### src/verilog/boot_pkg.sv
/*
 * Shared types and constants for boot strap decoding and power-state control.
 * Assumes the divider ratio arrives as a whole number of hundredths (0 to 100).
 */
package boot_pkg;

	// ----------------------------------------------------------------
	// Divider ratio bands, in hundredths
	// ----------------------------------------------------------------
	localparam logic [6:0] RATIO_00 = 7'h00;	// 0.00
	localparam logic [6:0] RATIO_10 = 7'h0A;	// 0.10
	localparam logic [6:0] RATIO_18 = 7'h12;	// 0.18
	localparam logic [6:0] RATIO_20 = 7'h14;	// 0.20
	localparam logic [6:0] RATIO_28 = 7'h1C;	// 0.28
	localparam logic [6:0] RATIO_30 = 7'h1E;	// 0.30
	localparam logic [6:0] RATIO_38 = 7'h26;	// 0.38
	localparam logic [6:0] RATIO_40 = 7'h28;	// 0.40
	localparam logic [6:0] RATIO_48 = 7'h30;	// 0.48
	localparam logic [6:0] RATIO_50 = 7'h32;	// 0.50
	localparam logic [6:0] RATIO_58 = 7'h3A;	// 0.58
	localparam logic [6:0] RATIO_60 = 7'h3C;	// 0.60
	localparam logic [6:0] RATIO_68 = 7'h44;	// 0.68
	localparam logic [6:0] RATIO_70 = 7'h46;	// 0.70
	localparam logic [6:0] RATIO_78 = 7'h4E;	// 0.78
	localparam logic [6:0] RATIO_80 = 7'h50;	// 0.80
	localparam logic [6:0] RATIO_88 = 7'h58;	// 0.88
	localparam logic [6:0] RATIO_90 = 7'h5A;	// 0.90
	localparam logic [6:0] RATIO_100 = 7'h64;	// 1.00

	// ----------------------------------------------------------------
	// Default profile figures
	// ----------------------------------------------------------------
	localparam logic [6:0] SRC_W_NONE = 7'h00;
	localparam logic [6:0] SRC_W_15   = 7'h0F;	// 5 V at 3 A
	localparam logic [6:0] SRC_W_45   = 7'h2D;
	localparam logic [6:0] SRC_W_60   = 7'h3C;
	localparam logic [3:0] VMASK_NONE = 4'h0;
	localparam logic [3:0] VMASK_5V   = 4'h1;	// Bit 0 5 V, 1 9 V, 2 15 V, 3 20 V
	localparam logic [3:0] VMASK_ALL  = 4'hF;
	localparam logic [4:0] SNK_V_MIN  = 5'h05;	// Volts
	localparam logic [4:0] SNK_V_MAX  = 5'h14;	// Volts
	localparam logic [4:0] SNK_I_MIN  = 5'h09;	// Tenths of an amp
	localparam logic [4:0] SNK_I_MAX  = 5'h1E;	// Tenths of an amp
	localparam logic [4:0] ZERO5      = 5'h00;

	// ----------------------------------------------------------------
	// Enumerations
	// ----------------------------------------------------------------
	typedef enum logic [2:0] {
		db_no_response,
		db_wait_supply_internal,
		db_wait_supply_external,
		db_controller_wait_internal,
		db_controller_wait_external,
		db_no_wait
	} db_mode_e;

	typedef enum logic [2:0] {
		CFG_SAFE,
		CFG_INFINITE_WAIT,
		CFG_SET1,
		CFG_SET2,
		CFG_SET3,
		CFG_SET4,
		CFG_SET5,
		CFG_RESERVED
	} default_cfg_e;

	typedef enum logic [1:0] {
		PWR_ACTIVE,
		PWR_IDLE,
		PWR_SLEEP
	} power_state_e;

	typedef enum logic [1:0] {
		CLK_12MHZ,
		CLK_4_6MHZ,
		CLK_100KHZ
	} core_clk_e;

	// ----------------------------------------------------------------
	// Carriers
	// ----------------------------------------------------------------
	typedef struct packed {
		logic         valid;	// Ratio fell inside a listed band
		db_mode_e     mode;
		default_cfg_e cfg;
	} strap_s;

	typedef struct packed {
		logic       dfp_en;
		logic       ufp_en;
		logic       ext_switch;
		logic       pd_en;
		logic       altmode_en;
		logic [6:0] src_watts;
		logic [3:0] src_vmask;
		logic [4:0] snk_v_min;
		logic [4:0] snk_v_max;
		logic [4:0] snk_i_min;
		logic [4:0] snk_i_max;
	} profile_s;

	typedef struct packed {
		core_clk_e core_clk;
		logic      osc_24m_en;
		logic      osc_100k_en;
		logic      typec_det_en;
		logic      pd_en;
		logic      i2c_en;
		logic      spi_en;
	} pwr_ctrl_s;

endpackage

### src/verilog/strap_decoder.sv
/*
 * Combinational decode of strap pin and divider ratio into dead-battery mode
 * and default configuration. Assumes a stable, sampled ratio at its input.
 */
`timescale 1ns/100ps

module strap_decoder
(
	// Strap inputs
	input  wire logic                strap_pin_i,
	input  wire logic [6:0]          ratio_i,
	// Decoded result
	output boot_pkg::strap_s         strap_o
);
	import boot_pkg::*;

	// ----------------------------------------------------------------
	// Band test
	// ----------------------------------------------------------------
	function automatic logic in_band(input logic [6:0] r, input logic [6:0] lo,
		input logic [6:0] hi);
		in_band = (r >= lo) && (r <= hi);
	endfunction

	// ----------------------------------------------------------------
	// Decode table
	// ----------------------------------------------------------------
	// Gaps between bands come out invalid
	always_comb
	begin
		strap_o = '{valid: 1'b0, mode: db_no_response, cfg: CFG_SAFE};
		if (strap_pin_i)
		begin
			if (in_band(ratio_i, RATIO_00, RATIO_18))
				strap_o = '{1'b1, db_no_response, CFG_SAFE};
			else if (in_band(ratio_i, RATIO_20, RATIO_28))
				strap_o = '{1'b1, db_wait_supply_internal, CFG_SAFE};
			else if (in_band(ratio_i, RATIO_30, RATIO_38))
				strap_o = '{1'b1, db_controller_wait_internal, CFG_INFINITE_WAIT};
			else if (in_band(ratio_i, RATIO_40, RATIO_48))
				strap_o = '{1'b1, db_wait_supply_external, CFG_SAFE};
			else if (in_band(ratio_i, RATIO_50, RATIO_58))
				strap_o = '{1'b1, db_controller_wait_external, CFG_INFINITE_WAIT};
			else if (in_band(ratio_i, RATIO_60, RATIO_100))
				strap_o = '{1'b1, db_no_wait, CFG_SAFE};
		end
		else
		begin
			if (in_band(ratio_i, RATIO_10, RATIO_18))
				strap_o = '{1'b1, db_no_response, CFG_SET1};
			else if (in_band(ratio_i, RATIO_20, RATIO_28))
				strap_o = '{1'b1, db_no_response, CFG_SET2};
			else if (in_band(ratio_i, RATIO_30, RATIO_38))
				strap_o = '{1'b1, db_controller_wait_internal, CFG_INFINITE_WAIT};
			else if (in_band(ratio_i, RATIO_40, RATIO_48))
				strap_o = '{1'b1, db_no_wait, CFG_SET3};
			else if (in_band(ratio_i, RATIO_50, RATIO_58))
				strap_o = '{1'b1, db_controller_wait_external, CFG_INFINITE_WAIT};
			else if (in_band(ratio_i, RATIO_60, RATIO_68))
				strap_o = '{1'b1, db_no_response, CFG_SET4};
			else if (in_band(ratio_i, RATIO_70, RATIO_78))
				strap_o = '{1'b1, db_no_wait, CFG_RESERVED};
			else if (in_band(ratio_i, RATIO_80, RATIO_88))
				strap_o = '{1'b1, db_no_response, CFG_RESERVED};
			else if (in_band(ratio_i, RATIO_90, RATIO_100))
				strap_o = '{1'b1, db_no_wait, CFG_SET5};
		end
	end

endmodule // strap_decoder

### src/verilog/boot_strap_power_state_ctrl.sv
/*
 * Boot strap capture, dead-battery start-up sequencing, default configuration
 * fallback and Active/Idle/Sleep power-state control.
 * Assumes all inputs synchronous to clk_sys_i; the ratio is valid when
 * ratio_valid_i is high; configuration loading is done by an outside engine.
 */
`timescale 1ns/100ps

module boot_strap_power_state_ctrl
(
	// Clock and reset
	input  wire logic                   clk_sys_i,
	input  wire logic                   rst_n_i,
	// Strap inputs
	input  wire logic                   strap_pin_i,
	input  wire logic [6:0]             strap_divider_input_i,
	input  wire logic                   ratio_valid_i,
	// Supply status
	input  wire logic                   main_supply_input_i,
	input  wire logic [1:0]             vbus_present_i,
	input  wire logic                   regulated_3v3_from_vbus_i,
	// Configuration loader handshake
	input  wire logic                   cfg_loaded_i,
	input  wire logic                   cfg_failed_i,
	input  wire logic                   cfg_ext_switch_i,
	// Power-state requests and wake sources
	input  wire logic                   idle_req_i,
	input  wire logic                   sleep_req_i,
	input  wire logic                   port_connected_i,
	input  wire logic                   attach_detach_i,
	input  wire logic                   pd_msg_i,
	input  wire logic                   i2c_traffic_i,
	// Boot status
	output boot_pkg::strap_s            strap_o,
	output logic                        cfg_load_req_o,
	output logic                        boot_done_o,
	output logic                        default_applied_o,
	output boot_pkg::profile_s          profile_o,
	// Power path controls
	output logic [1:0]                  int_switch_en_o,
	output logic                        port1_ext_path_ctrl_o,
	output logic                        port2_ext_path_ctrl_o,
	output logic                        ports_disabled_o,
	output logic                        legacy_sink_o,
	output logic                        sink_only_o,
	// Power state
	output boot_pkg::power_state_e      pwr_state_o,
	output boot_pkg::pwr_ctrl_s         pwr_ctrl_o,
	output logic                        pd_msg_discard_o
);
	import boot_pkg::*;

	// ----------------------------------------------------------------
	// Types and storage
	// ----------------------------------------------------------------
	typedef enum logic [2:0] {
		BOOT_SAMPLE,
		BOOT_HOLD,
		BOOT_LOAD,
		BOOT_WAIT_CFG,
		BOOT_RUN
	} boot_state_e;

	boot_state_e  boot_ff, nxt_boot;
	power_state_e pwr_ff, nxt_pwr;
	strap_s       strap_ff;
	strap_s       strap_dec;
	profile_s     profile_ff;
	logic         from_cfg_ff;	// Running on a loaded configuration
	logic         ext_sw_ff;	// Switch kind picked by loaded configuration
	logic         default_ff;
	logic [1:0]   int_sw_ff;
	logic [1:0]   ext_sw_en_ff;
	logic         disabled_ff;
	logic         legacy_ff;
	logic         sink_only_ff;
	logic         req_ff, done_ff;
	logic         discard_ff;
	pwr_ctrl_s    pwr_ctrl_ff;

	// ----------------------------------------------------------------
	// Default profile table
	// ----------------------------------------------------------------
	function automatic profile_s profile_of(input default_cfg_e c);
		profile_s p;
		p = '{1'b0, 1'b0, 1'b0, 1'b0, 1'b0, SRC_W_NONE, VMASK_NONE, ZERO5, ZERO5, ZERO5,
			ZERO5};
		unique case (c)
			CFG_SET1: p = '{1'b1, 1'b0, 1'b0, 1'b0, 1'b0, SRC_W_15, VMASK_5V,
				ZERO5, ZERO5, ZERO5, ZERO5};
			CFG_SET2: p = '{1'b1, 1'b0, 1'b0, 1'b1, 1'b0, SRC_W_45, VMASK_ALL,
				ZERO5, ZERO5, ZERO5, ZERO5};
			CFG_SET3: p = '{1'b0, 1'b1, 1'b0, 1'b1, 1'b0, SRC_W_NONE, VMASK_NONE,
				SNK_V_MIN, SNK_V_MAX, SNK_I_MIN, SNK_I_MAX};
			CFG_SET4: p = '{1'b1, 1'b0, 1'b0, 1'b1, 1'b0, SRC_W_60, VMASK_ALL,
				ZERO5, ZERO5, ZERO5, ZERO5};
			CFG_SET5: p = '{1'b0, 1'b1, 1'b1, 1'b1, 1'b0, SRC_W_15, VMASK_5V,
				SNK_V_MIN, SNK_V_MAX, SNK_I_MIN, SNK_I_MAX};
			default: p = p;	// Safe, infinite wait and reserved carry no profile
		endcase
		return p;
	endfunction

	// ----------------------------------------------------------------
	// Strap decoder
	// ----------------------------------------------------------------
	strap_decoder u_strap_decoder
	(
		.strap_pin_i (strap_pin_i),
		.ratio_i     (strap_divider_input_i),
		.strap_o     (strap_dec)
	);

	// ----------------------------------------------------------------
	// Boot decode wires
	// ----------------------------------------------------------------
	wire logic on_vbus      = ~main_supply_input_i;	// Dead-battery supply
	wire logic mode_nores   = (strap_ff.mode == db_no_response);
	wire logic mode_wait_i  = (strap_ff.mode == db_wait_supply_internal);
	wire logic mode_wait_e  = (strap_ff.mode == db_wait_supply_external);
	wire logic mode_ecw_i   = (strap_ff.mode == db_controller_wait_internal);
	wire logic mode_ecw_e   = (strap_ff.mode == db_controller_wait_external);
	wire logic hold_boot    = on_vbus & (mode_nores | mode_wait_i | mode_wait_e);
	wire logic ecw_mode     = mode_ecw_i | mode_ecw_e;
	wire logic infinite_cfg = (strap_ff.cfg == CFG_INFINITE_WAIT);
	wire logic safe_cfg     = (strap_ff.cfg == CFG_SAFE) | (strap_ff.cfg == CFG_RESERVED);
	// Dead-battery switch closed before configuration, per mode
	wire logic db_int_close = on_vbus & (mode_wait_i | mode_ecw_i);
	wire logic db_ext_close = on_vbus & (mode_wait_e | mode_ecw_e);
	wire logic running      = (boot_ff == BOOT_RUN);
	// Switch kind once running: loaded configuration or default profile
	wire logic run_ext      = from_cfg_ff ? ext_sw_ff : profile_ff.ext_switch;
	wire logic run_close    = running & on_vbus & ~(default_ff & safe_cfg);
	wire logic close_int    = (~running & db_int_close) | (run_close & ~run_ext);
	wire logic close_ext    = (~running & db_ext_close) | (run_close & run_ext);

	// ----------------------------------------------------------------
	// Boot sequencer next state
	// ----------------------------------------------------------------
	always_comb
	begin
		nxt_boot = boot_ff;
		unique case (boot_ff)
			BOOT_SAMPLE:   if (ratio_valid_i) nxt_boot = BOOT_HOLD;
			BOOT_HOLD:     if (!hold_boot) nxt_boot = BOOT_LOAD;
			BOOT_LOAD:
				if (cfg_loaded_i)
					nxt_boot = BOOT_RUN;
				else if (cfg_failed_i && !ecw_mode)
					nxt_boot = infinite_cfg ? BOOT_WAIT_CFG : BOOT_RUN;
			BOOT_WAIT_CFG: if (cfg_loaded_i) nxt_boot = BOOT_RUN;
			BOOT_RUN:      nxt_boot = BOOT_RUN;
		endcase
	end

	// ----------------------------------------------------------------
	// Boot sequencer registers
	// ----------------------------------------------------------------
	always_ff @(posedge clk_sys_i or negedge rst_n_i)
	begin
		if (!rst_n_i)
			boot_ff <= BOOT_SAMPLE;
		else
			boot_ff <= nxt_boot;
	end

	// Strap captured once, held until next power-on
	always_ff @(posedge clk_sys_i or negedge rst_n_i)
	begin
		if (!rst_n_i)
			strap_ff <= '{valid: 1'b0, mode: db_no_response, cfg: CFG_SAFE};
		else if (boot_ff == BOOT_SAMPLE && ratio_valid_i)
			strap_ff <= strap_dec;
	end

	// Loaded configuration versus strap default
	always_ff @(posedge clk_sys_i or negedge rst_n_i)
	begin
		if (!rst_n_i)
		begin
			from_cfg_ff <= 1'b0;
			ext_sw_ff   <= 1'b0;
			default_ff  <= 1'b0;
			profile_ff  <= profile_of(CFG_SAFE);
		end
		else if (!running && nxt_boot == BOOT_RUN)
		begin
			from_cfg_ff <= cfg_loaded_i;
			ext_sw_ff   <= cfg_ext_switch_i;
			default_ff  <= ~cfg_loaded_i;
			profile_ff  <= cfg_loaded_i ? profile_of(CFG_SAFE) : profile_of(strap_ff.cfg);
		end
	end

	// Loader request stays up while loading or waiting
	always_ff @(posedge clk_sys_i or negedge rst_n_i)
	begin
		if (!rst_n_i)
			{req_ff, done_ff} <= 2'h0;
		else
			{req_ff, done_ff} <= {(nxt_boot == BOOT_LOAD) | (nxt_boot == BOOT_WAIT_CFG),
				nxt_boot == BOOT_RUN};
	end

	// ----------------------------------------------------------------
	// Power path controls
	// ----------------------------------------------------------------
	// Only the port receiving VBUS gets its path closed
	always_ff @(posedge clk_sys_i or negedge rst_n_i)
	begin
		if (!rst_n_i)
		begin
			int_sw_ff    <= 2'h0;
			ext_sw_en_ff <= 2'h0;
			disabled_ff  <= 1'b1;
			legacy_ff    <= 1'b0;
			sink_only_ff <= 1'b0;
		end
		else
		begin
			int_sw_ff    <= close_int ? vbus_present_i : 2'h0;
			ext_sw_en_ff <= close_ext ? vbus_present_i : 2'h0;
			disabled_ff  <= ~running | (default_ff & safe_cfg);
			legacy_ff    <= running & default_ff & safe_cfg & on_vbus;
			sink_only_ff <= regulated_3v3_from_vbus_i;
		end
	end

	// ----------------------------------------------------------------
	// Power-state wake and entry wires
	// ----------------------------------------------------------------
	wire logic sleep_ok   = sleep_req_i & ~port_connected_i;
	wire logic wake_idle  = attach_detach_i | pd_msg_i | i2c_traffic_i;
	wire logic wake_sleep = attach_detach_i | i2c_traffic_i;
	// PD message alone caused the wake
	wire logic pd_wake    = (pwr_ff == PWR_IDLE) & pd_msg_i & ~attach_detach_i &
		~i2c_traffic_i;

	// ----------------------------------------------------------------
	// Power-state next state
	// ----------------------------------------------------------------
	// Low-power states are entered only once boot has finished
	always_comb
	begin
		nxt_pwr = pwr_ff;
		unique case (pwr_ff)
			PWR_ACTIVE:
				if (running && sleep_ok)
					nxt_pwr = PWR_SLEEP;
				else if (running && idle_req_i)
					nxt_pwr = PWR_IDLE;
			PWR_IDLE:
				if (wake_idle)
					nxt_pwr = PWR_ACTIVE;
				else if (sleep_ok)
					nxt_pwr = PWR_SLEEP;
			PWR_SLEEP:
				if (wake_sleep)
					nxt_pwr = PWR_ACTIVE;
			default: nxt_pwr = PWR_ACTIVE;
		endcase
	end

	// ----------------------------------------------------------------
	// Power-state registers
	// ----------------------------------------------------------------
	always_ff @(posedge clk_sys_i or negedge rst_n_i)
	begin
		if (!rst_n_i)
		begin
			pwr_ff     <= PWR_ACTIVE;
			discard_ff <= 1'b0;
		end
		else
		begin
			pwr_ff     <= nxt_pwr;
			discard_ff <= pd_wake;
		end
	end

	// Clocking and feature enables follow the next state
	always_ff @(posedge clk_sys_i or negedge rst_n_i)
	begin
		if (!rst_n_i)
			pwr_ctrl_ff <= '{CLK_12MHZ, 1'b1, 1'b1, 1'b1, 1'b1, 1'b1, 1'b1};
		else
		begin
			unique case (nxt_pwr)
				PWR_IDLE:  pwr_ctrl_ff <= '{CLK_4_6MHZ, 1'b1, 1'b1, 1'b1, 1'b0, 1'b1,
					1'b0};
				PWR_SLEEP: pwr_ctrl_ff <= '{CLK_100KHZ, 1'b0, 1'b1, 1'b1, 1'b0, 1'b0,
					1'b0};
				default:   pwr_ctrl_ff <= '{CLK_12MHZ, 1'b1, 1'b1, 1'b1, 1'b1, 1'b1,
					1'b1};
			endcase
		end
	end

	// ----------------------------------------------------------------
	// Outputs
	// ----------------------------------------------------------------
	assign strap_o               = strap_ff;
	assign cfg_load_req_o        = req_ff;
	assign boot_done_o           = done_ff;
	assign default_applied_o     = default_ff;
	assign profile_o             = profile_ff;
	assign int_switch_en_o       = int_sw_ff;
	assign port1_ext_path_ctrl_o = ext_sw_en_ff[0];
	assign port2_ext_path_ctrl_o = ext_sw_en_ff[1];
	assign ports_disabled_o      = disabled_ff;
	assign legacy_sink_o         = legacy_ff;
	assign sink_only_o           = sink_only_ff;
	assign pwr_state_o           = pwr_ff;
	assign pwr_ctrl_o            = pwr_ctrl_ff;
	assign pd_msg_discard_o      = discard_ff;

endmodule // boot_strap_power_state_ctrl

### config.mk
export PLATFORM = sky130hd
export DESIGN_NAME = boot_strap_power_state_ctrl
export DESIGN_NICKNAME = d
export VERILOG_FILES = /design/src/verilog/boot_pkg.sv /design/src/verilog/strap_decoder.sv /design/src/verilog/boot_strap_power_state_ctrl.sv
export SDC_FILE = /design/constraint.sdc
export NUM_CORES = 1
export LEC_CHECK = 0
export ABC_AREA = 1
export BUFFER_PORTS_ARGS = -buffer_cell sky130_fd_sc_hd__buf_2
export CORE_MARGIN = 2
export CORE_UTILIZATION = 50
export DETAILED_ROUTE_END_ITERATION = 10
export GPL_TIMING_DRIVEN = 0
export PLACE_DENSITY_LB_ADDON = 0.05
export SETUP_SLACK_MARGIN = 0.5
export SYNTH_ARGS = -nofsm -noshare
export SYNTH_HDL_FRONTEND = slang
export SYNTH_SLANG_ARGS = --single-unit
export TNS_END_PERCENT = 1
### constraint.sdc
create_clock -name clk_sys_i -period 1.83 [get_ports clk_sys_i]
set_input_delay 0 -clock clk_sys_i [delete_from_list [all_inputs] [get_ports clk_sys_i]]
set_output_delay 0 -clock clk_sys_i [all_outputs]
set_load 0.005 [all_outputs]
== Word level (Yosys, flattened, before mapping) ==
Index checks and enable logic that the tools add are counted.

* Add/sub/neg operators: 0
* $mul: 0
* Div/mod/pow operators: 0
* Order comparisons: 19
* Equality and inequality tests: 22
* Shift operators: 0
* Mux-type cells: 35
* Bitwise gates (word level): 38
* Reductions and logical operators: 22

{| class="wikitable"
|+ Operators with widths
! kind !! number
|-
| one-hot mux 36 bit (5 select lines) || 1
|-
| 2-to-1 mux 7 bit || 16
|-
| 2-to-1 mux 36 bit || 1
|-
| less-or-equal comparator 7 bit (second input constant) || 4
|-
| == test 3 x 2 -> 1 bit (second input constant) || 8
|-
| == test 3 bit (second input constant) || 7
|-
| greater-or-equal comparator 7 x 6 -> 1 bit (second input constant) || 3
|-
| greater-or-equal comparator 7 bit (second input constant) || 3
|-
| less-or-equal comparator 7 x 6 -> 1 bit (second input constant) || 3
|-
| 2-to-1 mux 3 bit || 6
|-
| bitwise AND 1 bit || 17
|-
| logical AND 1 bit || 16
|-
| one-hot mux 8 bit (2 select lines) || 1
|-
| one-hot mux 3 bit (5 select lines) || 1
|-
| greater-or-equal comparator 7 x 5 -> 1 bit (second input constant) || 2
|-
| less-or-equal comparator 7 x 5 -> 1 bit (second input constant) || 2
|-
| 2-to-1 mux 2 bit || 7
|-
| bitwise OR 1 bit || 13
|-
| == test 3 x 1 -> 1 bit (second input constant) || 3
|-
| zero test 3 bit || 3
|-
| NOT 1 bit || 8
|-
| greater-or-equal comparator 7 x 1 -> 1 bit (second input constant) || 1
|-
| greater-or-equal comparator 7 x 4 -> 1 bit (second input constant) || 1
|-
| one-hot mux 2 bit (3 select lines) || 1
|-
| 5 further kinds || 8
|}

* Register bits: 69
* Latch bits: 0
* Bits in writable memories: 0
* Bits in read-only memories: 0
* Input bits: 24
* Output and inout bits: 64
* Word-level logic and storage cells: 170
* Memories kept: 0

== Logic depth before layout (Yosys ltp) ==
* Depth in word-level cells: 12
* Depth in mapped cells: 11
* Mapped depth without buffers: 11

== Cells and area by module ==
A second synthesis with hierarchy kept.

* Cell total of the unflattened synthesis: 373
* Area total of the unflattened synthesis: 2,676.3 um^2

{| class="wikitable"
|+ By module, submodules not included
! module !! times used !! cells each !! area each (um^2) !! seq. area each (um^2)
|-
| boot_strap_power_state_ctrl || 1 || 239 || 2,110.8 || 954.7
|-
| strap_decoder || 1 || 134 || 565.5 || 0.0
|}

== Worst setup path before layout ==
Ideal clock, no wire load.

* Path kind: reg-to-reg
* Start point: register boot_ff[0]
* End point: register pwr_ctrl_ff (netlist bit pwr_ctrl_o[2])
* Setup time: 0.083 ns
* Data arrival time: 1.450 ns
* Required time: 1.747 ns
* Path slack: 0.296 ns
* Stages on the path, launching flop included: 10
* Path buffers: 0
* Clock period less this slack: 1.534 ns
* Path through: dfrtp_1 > nor2_1 > inv_1 > nor2_2 > inv_2 > nor2_1 > nand3_1 > o22ai_2 > inv_1 > ha_1

* Longest elaborated chain between the ends: 7
* Elaborated cells between the ends (all ways): 9
* Classes of those cells: eq/ne: 3; mux: 4; reduce/logical: 2

{| class="wikitable"
|+ RTL lines
! what !! line !! source
|-
| start, declared || boot_strap_power_state_ctrl.sv:64 || <nowiki>boot_state_e boot_ff, nxt_boot;</nowiki>
|-
| start signal, assigned || boot_strap_power_state_ctrl.sv:164 || <nowiki>boot_ff <= nxt_boot;</nowiki>
|-
| == test 3 bit (*) || boot_strap_power_state_ctrl.sv:130 || <nowiki>wire logic running = (boot_ff == BOOT_RUN);</nowiki>
|-
| logical AND 1 bit || boot_strap_power_state_ctrl.sv:250 || <nowiki>else if (running && idle_req_i)</nowiki>
|-
| 2-to-1 mux 2 bit || boot_strap_power_state_ctrl.sv:250 ||
|-
| 2-to-1 mux 2 bit (*) || boot_strap_power_state_ctrl.sv:248 || <nowiki>if (running && sleep_ok)</nowiki>
|-
| one-hot mux 2 bit (3 select lines) (*) || boot_strap_power_state_ctrl.sv:246 || <nowiki>unique case (pwr_ff)</nowiki>
|-
| via nxt_pwr[0] || boot_strap_power_state_ctrl.sv:65 || <nowiki>power_state_e pwr_ff, nxt_pwr;</nowiki>
|-
| == test 2 bit / == test 2 x 1 -> 1 bit (equally long branches) || boot_strap_power_state_ctrl.sv:288 || <nowiki>unique case (nxt_pwr)</nowiki>
|-
| one-hot mux 8 bit (2 select lines) (*) || boot_strap_power_state_ctrl.sv:288 ||
|-
| end signal, assigned || boot_strap_power_state_ctrl.sv:289 || <nowiki>PWR_IDLE: pwr_ctrl_ff <= '{CLK_4_6MHZ, 1'b1, 1'b1, 1'b1, 1'b0, 1'b1,</nowiki>
|-
| end signal, assigned || boot_strap_power_state_ctrl.sv:291 || <nowiki>PWR_SLEEP: pwr_ctrl_ff <= '{CLK_100KHZ, 1'b0, 1'b1, 1'b1, 1'b0, 1'b0,</nowiki>
|-
| end signal, assigned || boot_strap_power_state_ctrl.sv:293 || <nowiki>default: pwr_ctrl_ff <= '{CLK_12MHZ, 1'b1, 1'b1, 1'b1, 1'b1, 1'b1,</nowiki>
|-
| end, declared || boot_strap_power_state_ctrl.sv:79 || <nowiki>pwr_ctrl_s pwr_ctrl_ff;</nowiki>
|}

The timed path passes the listed nets; every way through them passes the cells marked *.
A chain may end at the register's enable or synchronous reset.

== Worst setup path in the final report ==
* Start point: register strap_ff (netlist bit strap_o[3])
* End point: register profile_ff (netlist bit profile_o[24])

* Longest elaborated chain between the ends: 9
* Elaborated cells between the ends (all ways): 17
* Classes of those cells: eq/ne: 5; mux: 4; bitwise: 4; reduce/logical: 4

{| class="wikitable"
|+ RTL lines
! what !! line !! source
|-
| start, declared || boot_strap_power_state_ctrl.sv:66 || <nowiki>strap_s strap_ff;</nowiki>
|-
| start signal, assigned || boot_strap_power_state_ctrl.sv:171 || <nowiki>strap_ff <= '{valid: 1'b0, mode: db_no_response, cfg: CFG_SAFE};</nowiki>
|-
| start signal, assigned || boot_strap_power_state_ctrl.sv:173 || <nowiki>strap_ff <= strap_dec;</nowiki>
|-
| == test 3 x 2 -> 1 bit / == test 3 bit (equally long branches) || boot_strap_power_state_ctrl.sv:121, boot_strap_power_state_ctrl.sv:122 ||
|-
| bitwise OR 1 bit || boot_strap_power_state_ctrl.sv:124 || <nowiki>wire logic ecw_mode = mode_ecw_i | mode_ecw_e;</nowiki>
|-
| zero test 1 bit || boot_strap_power_state_ctrl.sv:149 || <nowiki>else if (cfg_failed_i && !ecw_mode)</nowiki>
|-
| logical AND 1 bit || boot_strap_power_state_ctrl.sv:149 ||
|-
| 2-to-1 mux 3 bit || boot_strap_power_state_ctrl.sv:149 ||
|-
| 2-to-1 mux 3 bit || boot_strap_power_state_ctrl.sv:147 || <nowiki>if (cfg_loaded_i)</nowiki>
|-
| one-hot mux 3 bit (5 select lines) (*) || boot_strap_power_state_ctrl.sv:143 || <nowiki>unique case (boot_ff)</nowiki>
|-
| == test 3 bit (*) || boot_strap_power_state_ctrl.sv:186 || <nowiki>else if (!running && nxt_boot == BOOT_RUN)</nowiki>
|-
| logical AND 1 bit (*) || boot_strap_power_state_ctrl.sv:186 ||
|-
| end signal, assigned || boot_strap_power_state_ctrl.sv:184 || <nowiki>profile_ff <= profile_of(CFG_SAFE);</nowiki>
|-
| end signal, assigned || boot_strap_power_state_ctrl.sv:191 || <nowiki>profile_ff <= cfg_loaded_i ? profile_of(CFG_SAFE) : profile_of(strap_ff.cfg);</nowiki>
|-
| end, declared || boot_strap_power_state_ctrl.sv:68 || <nowiki>profile_s profile_ff;</nowiki>
|}

Mark *: on every way between the ends. The rest lies on a longest branch, timed or not.

==> reports/qor.yml <==
status: "completed"
io_pins: 88
drt_iter0_markers: 79
setup_violations: 0
routed_wl_um: 6446
fin_crit_ns: 1.530
cts_tree: "done"
syn_area_sq_um: 2500
fin_cells: 529
fp.dieH_um: 74.71
crit_top_cell: "o21ai_2"
slew_headroom_pct: 45.04
most-common-layout-cells: "79 x nand2_1, 73 x buf_2, 46 x buf_4"
crit_end: "profile_o[24]"
avgSynthCellArea_sq_um: 7.353
start_util_pct: 52.24
end_kind: "flop"
ir_drop_mv: 0.5486
rsz0062_at_grt: "true"
die_x_um: 74.71
routed_via_density: 4.843
layout-drive-gt1-share_pct: 40.91
fmax_mhz: 653.5
drc: 0
fin_skew_ns: 0.006279
grt-ovfl-total: 0
power.density_nw_per_um2: 1264
yosys_register_bits: 38
r2r_slack_ns: 0.30
grt_pass1_vias: 2442
dp_cells: 492
drv_cap: 0
synth-seq-area-share_pct: 38.19
insertion_delay_ns: 0.29
hold_viol_final: 0
reg2reg_depth: 8
max_stage_delay_ns: 0.44
crit_family: "compound AO/OA/AOI/OAI gates"
arrival_ns: 1.71
worst-path-stages: 8
h-tree-depth: 2
path_max_fanout: 6
cp_num_buf_inv: 2
critPathRequiredTime_ns: 2.01
critPathKind: "flop to flop"
synth_ff_type: "dfrtp_1"
wl_met1_um: 2575
yosysUniqueCellTypes: 31
ant_nets: 0
via_count: 2562
hold_path.class: "input port to flop"
die_area_sq_um: 5582
synth-edff-count: 0
fin_util_pct: 72.78
start_kind: "flop"
grt_pass1_wl_um: 10490
synthToLayoutAreaGrowth_pct: 39.34
slew_violations: 0
clock_sinks: 38
worst_r2r_startpoint: "strap_o[3]"
track_usage_pct: 24.38
fin_tns_setup_ns: 0
top_layer: "met4"
crit_path_start: "strap_o[3]"
power.total_mw: 4.405
r2r-end: "profile_o[24]"
nets: 489
path_cells: "o21ai_2 -> nand2_2 -> o211ai_2 -> nand3_2 -> o21ai_4 -> buf_12 -> buf_8 -> o21ai_2"
ys_async_sr_fraction_pct: 100.0
core-area_sq_um: 4786
clockBufferDepth: 2
diodes: 0
slowest_stage: "dfrtp_1"
cts.clk_slew.worst_paths_ns: 0.07
clockRootBuffer: "clkbuf_8"
mostFrequentLayoutCell: "nand2_1"
first_pass_iters: 4
route.met3.wl_um: 331
wl_per_cell_um: 12.19
worstMarginPinSlew_ns: 0.8243
hpwl_um: 4434
synthCells: 340
wl_met2_um: 3428
place_congestion: 0.8979
core.rowCount: 25
min_period_over_period_pct: 83.62
antenna_found_initial: 0
ys_warn_count: 0
grt_start_max_net_pins: 39
portBuffers: 73
p_leak_nw: 1.931
cts_made_buffers: 5
[repair_timing]
action / in CTS / in global routing
cloned: 2 / 0
hold buffers: 11 / 0
endpoints found under the setup margin: 32 / 34
pin swaps: 6 / 9
setup buffers: 12 / 5
resized for setup: 20 / 13
endpoints found under the hold margin: 45 / 0
[cell families after synthesis]
group,share of synthesized area (%)
other cells,0.3004
flops,38.19
fa+ha+maj,1.502
simple gates,29.48
buf+inv,17.27
compound gates,13.26
[synth_stat cells (3+ instances only)]
| master | number | area, sq um |
|---|---|---|
| nand4_1 | 6 | 37.54 |
| nand3_1 | 27 | 135.1 |
| nor2_2 | 4 | 25.02 |
| nor3_1 | 4 | 20.02 |
| dfstp_2 | 3 | 78.83 |
| ha_1 | 3 | 37.54 |
| o21ai_0 | 18 | 90.09 |
| buf_4 | 31 | 232.7 |
| nand2_2 | 3 | 18.77 |
| nand2_1 | 84 | 315.3 |
| inv_2 | 5 | 18.77 |
| o21ai_2 | 13 | 113.9 |
| inv_1 | 41 | 153.9 |
| dfrtp_1 | 35 | 875.8 |
| nor2_1 | 36 | 135.1 |
| a21oi_1 | 7 | 35.03 |
[how the worst min path moves through the flow]
stage	to	slack [ns]	startpoint	depth (start not counted)
after floorplan	boot_done_o	-0.30	rst_n_i	0
after global placement	sink_only_o	0.11	regulated_3v3_from_vbus_i	1
after detailed placement	sink_only_o	0.11	regulated_3v3_from_vbus_i	1
after CTS	pwr_state_o[1]	0.05	port_connected_i	4
after global routing	strap_o[3]	0.10	strap_pin_i	3
final	pwr_state_o[1]	0.06	port_connected_i	4
[flip-flops by register name (all words and copies together), names as in the netlist]
register / count
default_applied_o: 1
pwr_state_o: 2
ports_disabled_o: 1
strap_o: 7
ext_sw_en_ff: 2
cfg_load_req_o: 1
boot_ff: 3
sink_only_o: 1
int_switch_en_o: 2
pwr_ctrl_o: 4
ext_sw_ff: 1
boot_done_o: 1
profile_o: 9
pd_msg_discard_o: 1
legacy_sink_o: 1
from_cfg_ff: 1
[worst register-to-register path, delay by kind of cell (launching register included)]
kind,cells,cell delay (ns)
buf+inv,2,0.26
flops,1,0.44
compound gates,4,0.51
simple gates,2,0.22
[layout make-up]
type	count	area, sq um
multi-input combinational	234	1230
fill	409	1303
tap	67	83.83
inverter	46	175.2
clock inverter	1	30.03
timing repair buffer	103	658.1
sequential	38	960.9
clock buffer	6	82.58
buffer	34	262.8
[per-layer routing]
metal,vias to the layer above,global-route usage (%)
met5,-,0
met4,0,8.333
met3,15,6.158
met2,89,44.05
met1,1170,28.05
li1,1288,-
[report_power, final]
group	total, mW	switching (mW)	internal (mW)
registers	1.38	0.246	1.13
clock network	0.729	0.293	0.436
logic	2.30	1.16	1.14
total	4.40	1.70	2.71
[stage by stage]
step / hold slack, ns / worst slack, ns / area (sq um)
floorplan: -0.2956 / 0.2962 / 2545
global placement: 0.1077 / 0.1170 / 2994
detailed placement: 0.1098 / 0.08689 / 2994
CTS: 0.05283 / 0.3170 / 3402
global route: 0.1033 / 0.2402 / 3483
finish: 0.06350 / 0.2998 / 3483
No activity file was read; power rests on OpenSTA's default activity.
